File: config.mk
export PLATFORM = sky130hd
export DESIGN_NAME = display_fetch_address_gen
export DESIGN_NICKNAME = d
export VERILOG_FILES = /design/src/verilog/fetch_fifo.v /design/src/verilog/display_fetch_address_gen.v
export VERILOG_INCLUDE_DIRS = /design/src /design/src/verilog
export SDC_FILE = /design/constraint.sdc
export NUM_CORES = 1
export LEC_CHECK = 0
export BUFFER_PORTS_ARGS = -buffer_cell sky130_fd_sc_hd__buf_4
export CAP_MARGIN = 5
export CORE_ASPECT_RATIO = 1.5
export CORE_UTILIZATION = 64
export CTS_BUF_LIST = sky130_fd_sc_hd__clkbuf_8
export DETAILED_ROUTE_END_ITERATION = 8
export GPL_TIMING_DRIVEN = 0
export HOLD_SLACK_MARGIN = 0.1
export PLACE_DENSITY = 0.93
export SYNTH_ARGS = -nofsm -noshare
export SYNTH_HDL_FRONTEND = slang
export SYNTH_SLANG_ARGS = --single-unit
File: constraint.sdc
create_clock -name aclk -period 3.9 [get_ports aclk]
set_input_delay 0.195 -clock aclk [delete_from_list [all_inputs] [get_ports aclk]]
set_output_delay 0.195 -clock aclk [all_outputs]
set_load 0.01 [all_outputs]
File: src/verilog/fetch_addr_map.vh
// register indices, field positions, reset values and codes of the fetch address generator
`ifndef FETCH_ADDR_MAP_VH
`define FETCH_ADDR_MAP_VH

// ----------------------------------------------------------------
// register indices (byte address = 4 x index)
// ----------------------------------------------------------------
`define IDX_S1_LOW 6'h0c
`define IDX_S1_MID 6'h0d
`define IDX_S2_LOW 6'h0e
`define IDX_S2_HIGH 6'h0f
`define IDX_S1_TOP 6'h10
`define IDX_LINE_OFS 6'h11
`define IDX_VSIZE_LOW 6'h12
`define IDX_VSIZE_HIGH 6'h13
`define IDX_CTRL 6'h20
`define IDX_WIDTH 6'h21
`define IDX_LINES 6'h22
`define IDX_STATUS 6'h23

// ----------------------------------------------------------------
// byte address decode
// ----------------------------------------------------------------
`define ADDR_IDX_HI 7
`define ADDR_IDX_LO 2

// ----------------------------------------------------------------
// control fields
// ----------------------------------------------------------------
`define CTRL_ENABLE 0
`define CTRL_PORTRAIT 1
`define CTRL_BPP_HI 3
`define CTRL_BPP_LO 2

// ----------------------------------------------------------------
// status fields
// ----------------------------------------------------------------
`define ST_SECOND 10
`define ST_RUN 11
`define ST_STEP_LO 16
`define ST_PPB_LO 24

// ----------------------------------------------------------------
// widths, reset values and pixel counts
// ----------------------------------------------------------------
`define TOP_BIT 0
`define VSIZE_HIGH_W 2
`define RST_BYTE 8'h00
`define RST_VSIZE 10'h3ff
`define RST_VSIZE_LOW 8'hff
`define RST_VSIZE_HIGH 2'h3
`define PIX_PER_WORD 5'h10
`define PIX_PER_BYTE 5'h08

// ----------------------------------------------------------------
// axi responses
// ----------------------------------------------------------------
`define RESP_OKAY 2'b00
`define RESP_SLVERR 2'b10

`endif

File: src/verilog/fetch_fifo.v
// synchronous fifo carrying fetch line addresses to the refresh fetch
`timescale 1ns/1ps
`default_nettype none

module fetch_fifo #(
  parameter WIDTH = 19,
  parameter DEPTH = 32,
  parameter AW = 5
) (
  input wire aclk,
  input wire aresetn,
  input wire in_valid,
  output wire in_ready,
  input wire [WIDTH-1:0] in_data,
  output wire out_valid,
  input wire out_ready,
  output wire [WIDTH-1:0] out_data
);

  reg [WIDTH-1:0] mem [0:DEPTH-1]; // storage array
  reg [AW-1:0] wr_q; // write pointer
  reg [AW-1:0] rd_q; // read pointer
  reg [AW:0] cnt_q; // fill level
  wire push; // word accepted
  wire pop; // word delivered

  // ----------------------------------------------------------------
  // flags
  // ----------------------------------------------------------------
  assign in_ready = (cnt_q != DEPTH[AW:0]);
  assign out_valid = (cnt_q != {(AW+1){1'b0}});
  assign push = in_valid & in_ready;
  assign pop = out_valid & out_ready;
  assign out_data = mem[rd_q];

  // storage write, no reset needed
  always @(posedge aclk) begin
    if (push) begin
      mem[wr_q] <= in_data;
    end
  end

  // pointers and level
  always @(posedge aclk) begin
    if (!aresetn) begin
      wr_q <= {AW{1'b0}};
      rd_q <= {AW{1'b0}};
      cnt_q <= {(AW+1){1'b0}};
    end else begin
      if (push) begin
        wr_q <= (wr_q == DEPTH[AW-1:0] - 1'b1) ? {AW{1'b0}} : wr_q + 1'b1;
      end
      if (pop) begin
        rd_q <= (rd_q == DEPTH[AW-1:0] - 1'b1) ? {AW{1'b0}} : rd_q + 1'b1;
      end
      if (push && !pop) begin
        cnt_q <= cnt_q + 1'b1;
      end else if (pop && !push) begin
        cnt_q <= cnt_q - 1'b1;
      end
    end
  end

endmodule // fetch_fifo

`default_nettype wire

File: src/verilog/display_fetch_address_gen.v
// frame buffer fetch address generator with axi4-lite registers
// Notes on behaviour
// - three byte registers form 17-bit start
// - landscape start is a word offset
// - landscape step moves one word of pixels
// - pixels packed per byte by colour depth
// - portrait start is a byte offset
// - portrait pan step half the landscape step
// - frame begins with first image start, or with second start when split at line 0
// - lower image fetched from second start
// - second image begins at vertical size line
// - split may fall on any line
// - line advance by visible plus extra words
// - 8-bit offset gives extra words per line
// - vertical size is 10 bits, two registers
// - size at or past panel hides second
// - portrait never uses the second image
//
// The implementer's own choice: the AXI4-Lite interface to the registers.
`timescale 1ns/1ps
`default_nettype none
`include "fetch_addr_map.vh"

module display_fetch_address_gen #(
  parameter FIFO_DEPTH = 32,
  parameter FIFO_AW = 5,
  parameter [9:0] DEFAULT_LINES = 10'd240,
  parameter [7:0] DEFAULT_WIDTH = 8'd20
) (
  input wire aclk,
  input wire aresetn,
  input wire [7:0] s_axi_awaddr,
  input wire [2:0] s_axi_awprot,
  input wire s_axi_awvalid,
  output wire s_axi_awready,
  input wire [31:0] s_axi_wdata,
  input wire [3:0] s_axi_wstrb,
  input wire s_axi_wvalid,
  output wire s_axi_wready,
  output wire [1:0] s_axi_bresp,
  output wire s_axi_bvalid,
  input wire s_axi_bready,
  input wire [7:0] s_axi_araddr,
  input wire [2:0] s_axi_arprot,
  input wire s_axi_arvalid,
  output wire s_axi_arready,
  output wire [31:0] s_axi_rdata,
  output wire [1:0] s_axi_rresp,
  output wire s_axi_rvalid,
  input wire s_axi_rready,
  output wire fetch_valid,
  input wire fetch_ready,
  output wire [17:0] fetch_addr,
  output wire fetch_second
);

  // ----------------------------------------------------------------
  // helper functions
  // ----------------------------------------------------------------

  // memory byte address from a start value
  function [17:0] to_byte;
    input [16:0] start;
    input portrait;
    begin
      if (portrait) begin
        to_byte = {1'b0, start};
      end else begin
        to_byte = {start, 1'b0};
      end
    end
  endfunction

  // pixels moved by one start step
  function [4:0] pan_step;
    input [1:0] bpp;
    input portrait;
    begin
      if (portrait) begin
        pan_step = `PIX_PER_BYTE >> bpp;
      end else begin
        pan_step = `PIX_PER_WORD >> bpp;
      end
    end
  endfunction

  // ----------------------------------------------------------------
  // registers
  // ----------------------------------------------------------------
  reg [7:0] s1_low_q; // first start bits 7:0
  reg [7:0] s1_mid_q; // first start bits 15:8
  reg s1_top_q; // first start bit 16
  reg [7:0] s2_low_q; // second start bits 7:0
  reg [7:0] s2_high_q; // second start bits 15:8
  reg [7:0] line_ofs_q; // extra words per line
  reg [7:0] vsize_low_q; // vertical size bits 7:0
  reg [1:0] vsize_high_q; // vertical size bits 9:8
  reg [3:0] ctrl_q; // enable, portrait, depth
  reg [7:0] width_q; // visible words per line
  reg [9:0] lines_q; // physical panel lines
  wire [16:0] s1_live; // assembled first start
  wire [16:0] s2_live; // assembled second start
  wire [9:0] vsize_live; // assembled vertical size
  wire [8:0] stride_live; // words per virtual line

  assign s1_live = {s1_top_q, s1_mid_q, s1_low_q};
  assign s2_live = {1'b0, s2_high_q, s2_low_q};
  assign vsize_live = {vsize_high_q, vsize_low_q};
  assign stride_live = {1'b0, width_q} + {1'b0, line_ofs_q};

  // ----------------------------------------------------------------
  // axi4-lite write channel
  // ----------------------------------------------------------------
  reg aw_have_q; // address held
  reg w_have_q; // data held
  reg [5:0] aw_idx_q; // held register index
  reg [7:0] w_byte_q; // held low byte
  reg [31:0] w_word_q; // held full word
  reg w_lane0_q; // low byte lane enabled
  reg bvalid_q; // write answer pending
  reg [1:0] bresp_q; // write answer code
  wire do_write; // both halves present
  reg wr_ok; // index is writable

  assign s_axi_awready = !aw_have_q;
  assign s_axi_wready = !w_have_q;
  assign s_axi_bvalid = bvalid_q;
  assign s_axi_bresp = bresp_q;
  assign do_write = aw_have_q & w_have_q & !bvalid_q;

  // writable decode
  always @* begin
    case (aw_idx_q)
      `IDX_S1_LOW, `IDX_S1_MID, `IDX_S1_TOP, `IDX_S2_LOW, `IDX_S2_HIGH: begin
        wr_ok = 1'b1;
      end
      `IDX_LINE_OFS, `IDX_VSIZE_LOW, `IDX_VSIZE_HIGH: begin
        wr_ok = 1'b1;
      end
      `IDX_CTRL, `IDX_WIDTH, `IDX_LINES: begin
        wr_ok = 1'b1;
      end
      default: begin
        wr_ok = 1'b0;
      end
    endcase
  end

  // address and data capture, answer
  always @(posedge aclk) begin
    if (!aresetn) begin
      aw_have_q <= 1'b0;
      w_have_q <= 1'b0;
      aw_idx_q <= 6'h00;
      w_byte_q <= `RST_BYTE;
      w_word_q <= 32'h0000_0000;
      w_lane0_q <= 1'b0;
      bvalid_q <= 1'b0;
      bresp_q <= `RESP_OKAY;
    end else begin
      // take address
      if (s_axi_awvalid && !aw_have_q) begin
        aw_have_q <= 1'b1;
        aw_idx_q <= s_axi_awaddr[`ADDR_IDX_HI:`ADDR_IDX_LO];
      end
      // take data
      if (s_axi_wvalid && !w_have_q) begin
        w_have_q <= 1'b1;
        w_byte_q <= s_axi_wdata[7:0];
        w_word_q <= s_axi_wdata;
        w_lane0_q <= s_axi_wstrb[0];
      end
      // complete write
      if (do_write) begin
        aw_have_q <= 1'b0;
        w_have_q <= 1'b0;
        bvalid_q <= 1'b1;
        bresp_q <= wr_ok ? `RESP_OKAY : `RESP_SLVERR;
      end else if (bvalid_q && s_axi_bready) begin
        bvalid_q <= 1'b0;
      end
    end
  end

  // register file update
  always @(posedge aclk) begin
    if (!aresetn) begin
      s1_low_q <= `RST_BYTE;
      s1_mid_q <= `RST_BYTE;
      s1_top_q <= 1'b0;
      s2_low_q <= `RST_BYTE;
      s2_high_q <= `RST_BYTE;
      line_ofs_q <= `RST_BYTE;
      vsize_low_q <= `RST_VSIZE_LOW;
      vsize_high_q <= `RST_VSIZE_HIGH;
      ctrl_q <= 4'h0;
      width_q <= DEFAULT_WIDTH;
      lines_q <= DEFAULT_LINES;
    end else if (do_write && w_lane0_q) begin
      case (aw_idx_q)
        `IDX_S1_LOW: begin
          s1_low_q <= w_byte_q;
        end
        `IDX_S1_MID: begin
          s1_mid_q <= w_byte_q;
        end
        `IDX_S1_TOP: begin
          s1_top_q <= w_byte_q[`TOP_BIT];
        end
        `IDX_S2_LOW: begin
          s2_low_q <= w_byte_q;
        end
        `IDX_S2_HIGH: begin
          s2_high_q <= w_byte_q;
        end
        `IDX_LINE_OFS: begin
          line_ofs_q <= w_byte_q;
        end
        `IDX_VSIZE_LOW: begin
          vsize_low_q <= w_byte_q;
        end
        `IDX_VSIZE_HIGH: begin
          vsize_high_q <= w_byte_q[`VSIZE_HIGH_W-1:0];
        end
        `IDX_CTRL: begin
          ctrl_q <= w_byte_q[3:0];
        end
        `IDX_WIDTH: begin
          width_q <= w_byte_q;
        end
        `IDX_LINES: begin
          lines_q <= w_word_q[9:0];
        end
        default: begin
          ctrl_q <= ctrl_q; // unmapped, nothing stored
        end
      endcase
    end
  end

  // ----------------------------------------------------------------
  // line address generator
  // ----------------------------------------------------------------
  reg run_q; // generator active
  reg [9:0] line_q; // line being queued
  reg [17:0] addr_q; // byte address of that line
  reg second_q; // line belongs to second image
  reg portrait_sh_q; // frame copy of orientation
  reg [16:0] s2_sh_q; // frame copy of second start
  reg [9:0] vsize_sh_q; // frame copy of vertical size
  reg [9:0] lines_sh_q; // frame copy of panel lines
  reg [8:0] stride_sh_q; // frame copy of stride
  wire gen_ready; // fifo can take a line
  wire push; // line handed to fifo
  wire split_live; // split allowed with live settings
  wire split_sh; // split allowed this frame
  wire last_line; // final panel line queued
  wire [9:0] line_nx; // following line number

  // split needs landscape and a size short of the panel
  assign split_live = !ctrl_q[`CTRL_PORTRAIT] && (vsize_live < lines_q);
  assign split_sh = !portrait_sh_q && (vsize_sh_q < lines_sh_q);
  assign push = run_q & gen_ready;
  assign last_line = (line_q == lines_sh_q - 10'd1);
  assign line_nx = line_q + 10'd1;

  // frame sequencing and address stepping
  always @(posedge aclk) begin
    if (!aresetn) begin
      run_q <= 1'b0;
      line_q <= 10'h000;
      addr_q <= 18'h00000;
      second_q <= 1'b0;
      portrait_sh_q <= 1'b0;
      s2_sh_q <= 17'h00000;
      vsize_sh_q <= `RST_VSIZE;
      lines_sh_q <= DEFAULT_LINES;
      stride_sh_q <= 9'h000;
    end else if ((!run_q || (push && last_line)) && ctrl_q[`CTRL_ENABLE]) begin
      // frame start: copy settings, begin at first image, or at second when split at line 0
      run_q <= 1'b1;
      line_q <= 10'h000;
      portrait_sh_q <= ctrl_q[`CTRL_PORTRAIT];
      s2_sh_q <= s2_live;
      vsize_sh_q <= vsize_live;
      lines_sh_q <= lines_q;
      stride_sh_q <= stride_live;
      if (split_live && vsize_live == 10'h000) begin
        addr_q <= to_byte(s2_live, 1'b0);
        second_q <= 1'b1;
      end else begin
        addr_q <= to_byte(s1_live, ctrl_q[`CTRL_PORTRAIT]);
        second_q <= 1'b0;
      end
    end else if (push && last_line) begin
      // frame ends with generator disabled
      run_q <= 1'b0;
    end else if (push) begin
      line_q <= line_nx;
      if (split_sh && line_nx == vsize_sh_q) begin
        addr_q <= to_byte(s2_sh_q, 1'b0);
        second_q <= 1'b1;
      end else begin
        addr_q <= addr_q + {8'h00, stride_sh_q, 1'b0};
      end
    end
  end

  // ----------------------------------------------------------------
  // fifo toward the refresh fetch
  // ----------------------------------------------------------------
  fetch_fifo #(
    .WIDTH(19),
    .DEPTH(FIFO_DEPTH),
    .AW(FIFO_AW)
  ) u_fifo (
    .aclk(aclk),
    .aresetn(aresetn),
    .in_valid(run_q),
    .in_ready(gen_ready),
    .in_data({second_q, addr_q}),
    .out_valid(fetch_valid),
    .out_ready(fetch_ready),
    .out_data({fetch_second, fetch_addr})
  );

  // ----------------------------------------------------------------
  // axi4-lite read channel
  // ----------------------------------------------------------------
  reg rvalid_q; // read answer pending
  reg [31:0] rdata_q; // read answer data
  reg [1:0] rresp_q; // read answer code
  reg [31:0] rd_mux; // decoded read value
  reg rd_ok; // index is mapped
  wire [5:0] ar_idx; // requested index

  assign ar_idx = s_axi_araddr[`ADDR_IDX_HI:`ADDR_IDX_LO];
  assign s_axi_arready = !rvalid_q;
  assign s_axi_rvalid = rvalid_q;
  assign s_axi_rdata = rdata_q;
  assign s_axi_rresp = rresp_q;

  // read decode, status shows generator state
  always @* begin
    rd_mux = 32'h0000_0000;
    rd_ok = 1'b1;
    case (ar_idx)
      `IDX_S1_LOW: rd_mux[7:0] = s1_low_q;
      `IDX_S1_MID: rd_mux[7:0] = s1_mid_q;
      `IDX_S1_TOP: rd_mux[0] = s1_top_q;
      `IDX_S2_LOW: rd_mux[7:0] = s2_low_q;
      `IDX_S2_HIGH: rd_mux[7:0] = s2_high_q;
      `IDX_LINE_OFS: rd_mux[7:0] = line_ofs_q;
      `IDX_VSIZE_LOW: rd_mux[7:0] = vsize_low_q;
      `IDX_VSIZE_HIGH: rd_mux[1:0] = vsize_high_q;
      `IDX_CTRL: rd_mux[3:0] = ctrl_q;
      `IDX_WIDTH: rd_mux[7:0] = width_q;
      `IDX_LINES: rd_mux[9:0] = lines_q;
      `IDX_STATUS: begin
        rd_mux[9:0] = line_q;
        rd_mux[`ST_SECOND] = second_q;
        rd_mux[`ST_RUN] = run_q;
        rd_mux[`ST_STEP_LO+4:`ST_STEP_LO] =
          pan_step(ctrl_q[`CTRL_BPP_HI:`CTRL_BPP_LO], ctrl_q[`CTRL_PORTRAIT]);
        rd_mux[`ST_PPB_LO+4:`ST_PPB_LO] =
          pan_step(ctrl_q[`CTRL_BPP_HI:`CTRL_BPP_LO], 1'b1);
      end
      default: rd_ok = 1'b0;
    endcase
  end

  // read answer register
  always @(posedge aclk) begin
    if (!aresetn) begin
      rvalid_q <= 1'b0;
      rdata_q <= 32'h0000_0000;
      rresp_q <= `RESP_OKAY;
    end else if (s_axi_arvalid && !rvalid_q) begin
      rvalid_q <= 1'b1;
      rdata_q <= rd_mux;
      rresp_q <= rd_ok ? `RESP_OKAY : `RESP_SLVERR;
    end else if (rvalid_q && s_axi_rready) begin
      rvalid_q <= 1'b0;
    end
  end

endmodule // display_fetch_address_gen

`default_nettype wire

==> out/metrics.yaml <==
wl_microns: 92960
syn_to_final_growth_pct: 13.47
grt_pass1_wl_microns: 136200
crit_chain: "clkbuf_4 > buf_2 > mux4_2 > mux4_2 > mux2_2 > buf_4"
fin_crit_ps: 3799
p_comb_share_pct: 15.7
r2r_start: "u_fifo.cnt_q[1]"
syn_area_per_cell_sq_um: 15.66
hp-class: "input port to flop"
max_stage_delay_ps: 610
core_sq_mm: 0.05271
start_kind: "flop"
swShare_pct: 26.15
gp_congestion: 0.9761
fin_worst_skew_ps: 48.15
grt-ovfl-total: 0
route.detailed.drc: 0
antenna_found_initial: 5
synth_area_leaders: "edfxtp_1 53%, mux4_2 13%, dfxtp_1 12%"
arrival_ps: 3600
crit_fanout: 10
first_global_vias: 22130
grt_max_degree: 39
place_inst: 2993
hold_viol: 0
outcome: "finished, final reports clean"
regArea_sq_mm: 0.02256
peakVddDrop_v: 0.0003717
cts_max_level: 3
min_to: "s_axi_rdata[3]"
worst_pin_slew_ps: 1410
synth_edf_count: 608
drv_cap: 0
yosysTopAreaCellShare_pct: 53.27
setup-violations-final: 0
clock_latency_ps: 740
cp.required_ps: 3700
cp_common_cell: "mux4_2"
cts_root_buf: "clkbuf_8"
detail_route.wl_per_cell_microns: 28.73
total_power_mw: 18.68
synthFlopType: "edfxtp_1"
p_leak_nw: 13.21
start_util_pct: 65.03
dr.pass1.iters: 8
ant_nets: 0
synth_area_leader_cell: "edfxtp_1"
synth_seq_cells: 822
place_area_sq_mm: 0.03634
clk_pin_slew_ps: 70
row_count: 103
seq_power_share_pct: 50.3
crit_slowest_cell: "mux4_2"
grtUsageTotal_pct: 34.51
initialDrtViolationCount: 2342
final_max_slew_viol_count: 0
power.switching_mw: 4.886
fillerInstances: 2859
r2r_setup_slack_ps: 160
async_reset_ff_share_pct: 0
drive_above_1_share_pct: 23.42
fp.dieH_microns: 285.4
cts_sinks: 822
fin_area_sq_mm: 0.03889
finalWorstSetupSlack_ps: 100.7
cts_setup_buffers: 0
multi_input_comb_area_sq_mm: 0.01113
cts_buffers: 111
reg2reg_to: "u_fifo.cnt_q[5]"
power.internal_mw: 13.80
dpl_worst_slack_ps: -327.2
rr_worst_depth: 13
cts.path.max_buffers: 3
hpwlAfterDp_microns: 62890
cp-end-kind: "output pin"
setup_tns_ps: 0
dieArea_sq_mm: 0.05450
tritoncts: "yes"
vias: 21640
fmax_mhz: 263.2
rsz0062_at_grt: "false"
nets: 2570
vias_per_cell: 6.686
min_from: "s_axi_araddr[5]"
io_buffer_count: 78
die_width_microns: 191.0
ioPinCount: 127
min_path_cells: 5
power_density_mw_per_mm2: 480.4
netlist_area_sq_mm: 0.03428
p_clk_share_pct: 34.0
ys_types: 72
synth_cells: 2189
final_cells: 3236
yosysSeqAreaShare_pct: 65.77
ys.warnings.count: 0
crit_type: "flop to output pin"
slew-limit-headroom_pct: 5.863
timing.final.crit_share_pct: 97.42
==> metal layers <==
| layer | track usage, % | up-vias | part of all wire (%) |
|---|---|---|---|
| met2 | 57.72 | 1582 | 49 |
| li1 | - | 8987 | - |
| met1 | 39.75 | 10670 | 33 |
| met3 | 5.410 | 401 | 8.6 |
| met5 | 0 | - | 0 |
| met4 | 26.46 | 0 | 8.6 |
==> flip-flops by register name (all words and copies together) (netlist names), 6 cells and up, named ones only <==
name,cells
line_ofs_q,8
s_axi_rdata,21
s1_low_q,8
aw_idx_q,6
s2_sh_q,16
stride_sh_q,9
line_q,10
s2_low_q,8
u_fifo.cnt_q,6
s2_high_q,8
u_fifo.mem,608
lines_q,10
w_byte_q,7
lines_sh_q,10
vsize_low_q,8
s1_mid_q,8
width_q,8
addr_q,18
vsize_sh_q,10
==> worst max-delay path, delay by kind of cell (launching register included) <==
kind / cells / cell delay, ps
flops: 1 / 510
mux: 3 / 1500
buf+inv: 3 / 870
==> layout by cell type, fill, tap and decap left out, types with 8 or more instances in the layout <==
master / synthesis / final
edfxtp_1: 608 / 608
mux4_2: 198 / 198
dfxtp_1: 214 / 198
nor2_1: 222 / 190
mux2i_1: 144 / 144
nand2_1: 127 / 126
clkbuf_8: 0 / 116
buf_4: 19 / 101
a21oi_1: 93 / 92
inv_1: 38 / 74
clkbuf_1: 91 / 73
ha_1: 49 / 49
o21ai_0: 38 / 38
xnor2_1: 33 / 33
nor2_2: 0 / 32
buf_8: 0 / 31
dlygate4sd3_1: 0 / 29
o211ai_1: 26 / 26
clkinv_2: 0 / 24
clkinv_1: 1 / 23
mux2_2: 20 / 20
nand3_1: 18 / 18
xor2_1: 18 / 18
clkbuf_2: 1 / 17
nor3_1: 17 / 17
nor2b_1: 16 / 16
dfxtp_2: 0 / 16
buf_2: 11 / 15
conb_1: 1 / 13
a2bb2oi_1: 12 / 12
nand4_1: 10 / 10
or3_1: 9 / 9
nor4_1: 9 / 9
o21ai_1: 8 / 8
a22oi_1: 8 / 8
==> logic make-up after synthesis <==
family / share of synthesized area (%)
other cells: 0.01094
flops: 65.77
xor+xnor: 1.303
fa+ha+maj: 1.964
simple gates: 6.217
buf+inv: 2.168
mux: 17.87
compound gates: 4.698
==> timing repair <==
item                                    in CTS  in global routing
hold endpoints to repair                    35                  0
endpoints found under the setup margin      20                 33
hold buffers                                29                  0
resized for setup                           55                 12
==> worst max-delay path by stage <==
| stage | startpoint | to | slack (ps) | depth (start not counted) |
|---|---|---|---|---|
| after floorplan | u_fifo.cnt_q[1] | u_fifo.cnt_q[5] | 670 | 15 |
| after global placement | flop | fetch_addr[15] | -200 | 7 |
| after detailed placement | flop | fetch_addr[14] | -330 | 7 |
| after CTS | flop | fetch_addr[8] | 9 | 5 |
| after global routing | u_fifo.cnt_q[1] | u_fifo.cnt_q[5] | 10 | 15 |
| final | flop | fetch_addr[12] | 100 | 6 |
==> metrics by stage <==
stage	util (%)	hold slack, ps
2_1_floorplan	-	294.0
3_3_place_gp	67.84	379.1
3_5_place_dp	68.95	398.6
4_1_cts	73.68	124.2
5_1_grt	73.77	217.9
6_report	73.78	175.9
==> synthesized netlist by cell type, types with 26 or more instances <==
cell type and number:
a21oi_1 93, clkbuf_1 91, dfxtp_1 214, edfxtp_1 608
ha_1 49, inv_1 38, mux2i_1 144, mux4_2 198
nand2_1 127, nor2_1 222, o211ai_1 26, o21ai_0 38
xnor2_1 33
==> final cells by class <==
class                      count  area share (%)
inverter                      39          0.3796
sequential                   822           58.01
antenna                        5         0.03217
multi-input combinational   1204           28.61
clock inverter                94           1.409
timing repair buffer         140           3.590
clock buffer                 116           4.105
tap                          682           2.194
buffer                       134           1.667
==> power by group through the flow <==
stage / logic, mW / registers, mW / clock network, mW
3_5_place_dp: 2.84 / 9.55 / 0
6_report: 2.94 / 9.40 / 6.35
2_1_floorplan: 1.92 / 9.54 / 0
4_1_cts: 2.90 / 9.39 / 6.35
3_3_place_gp: 2.67 / 9.55 / 0
5_1_grt: 3.06 / 9.40 / 6.71
Note: power is estimated with default switching activity, not from simulation.
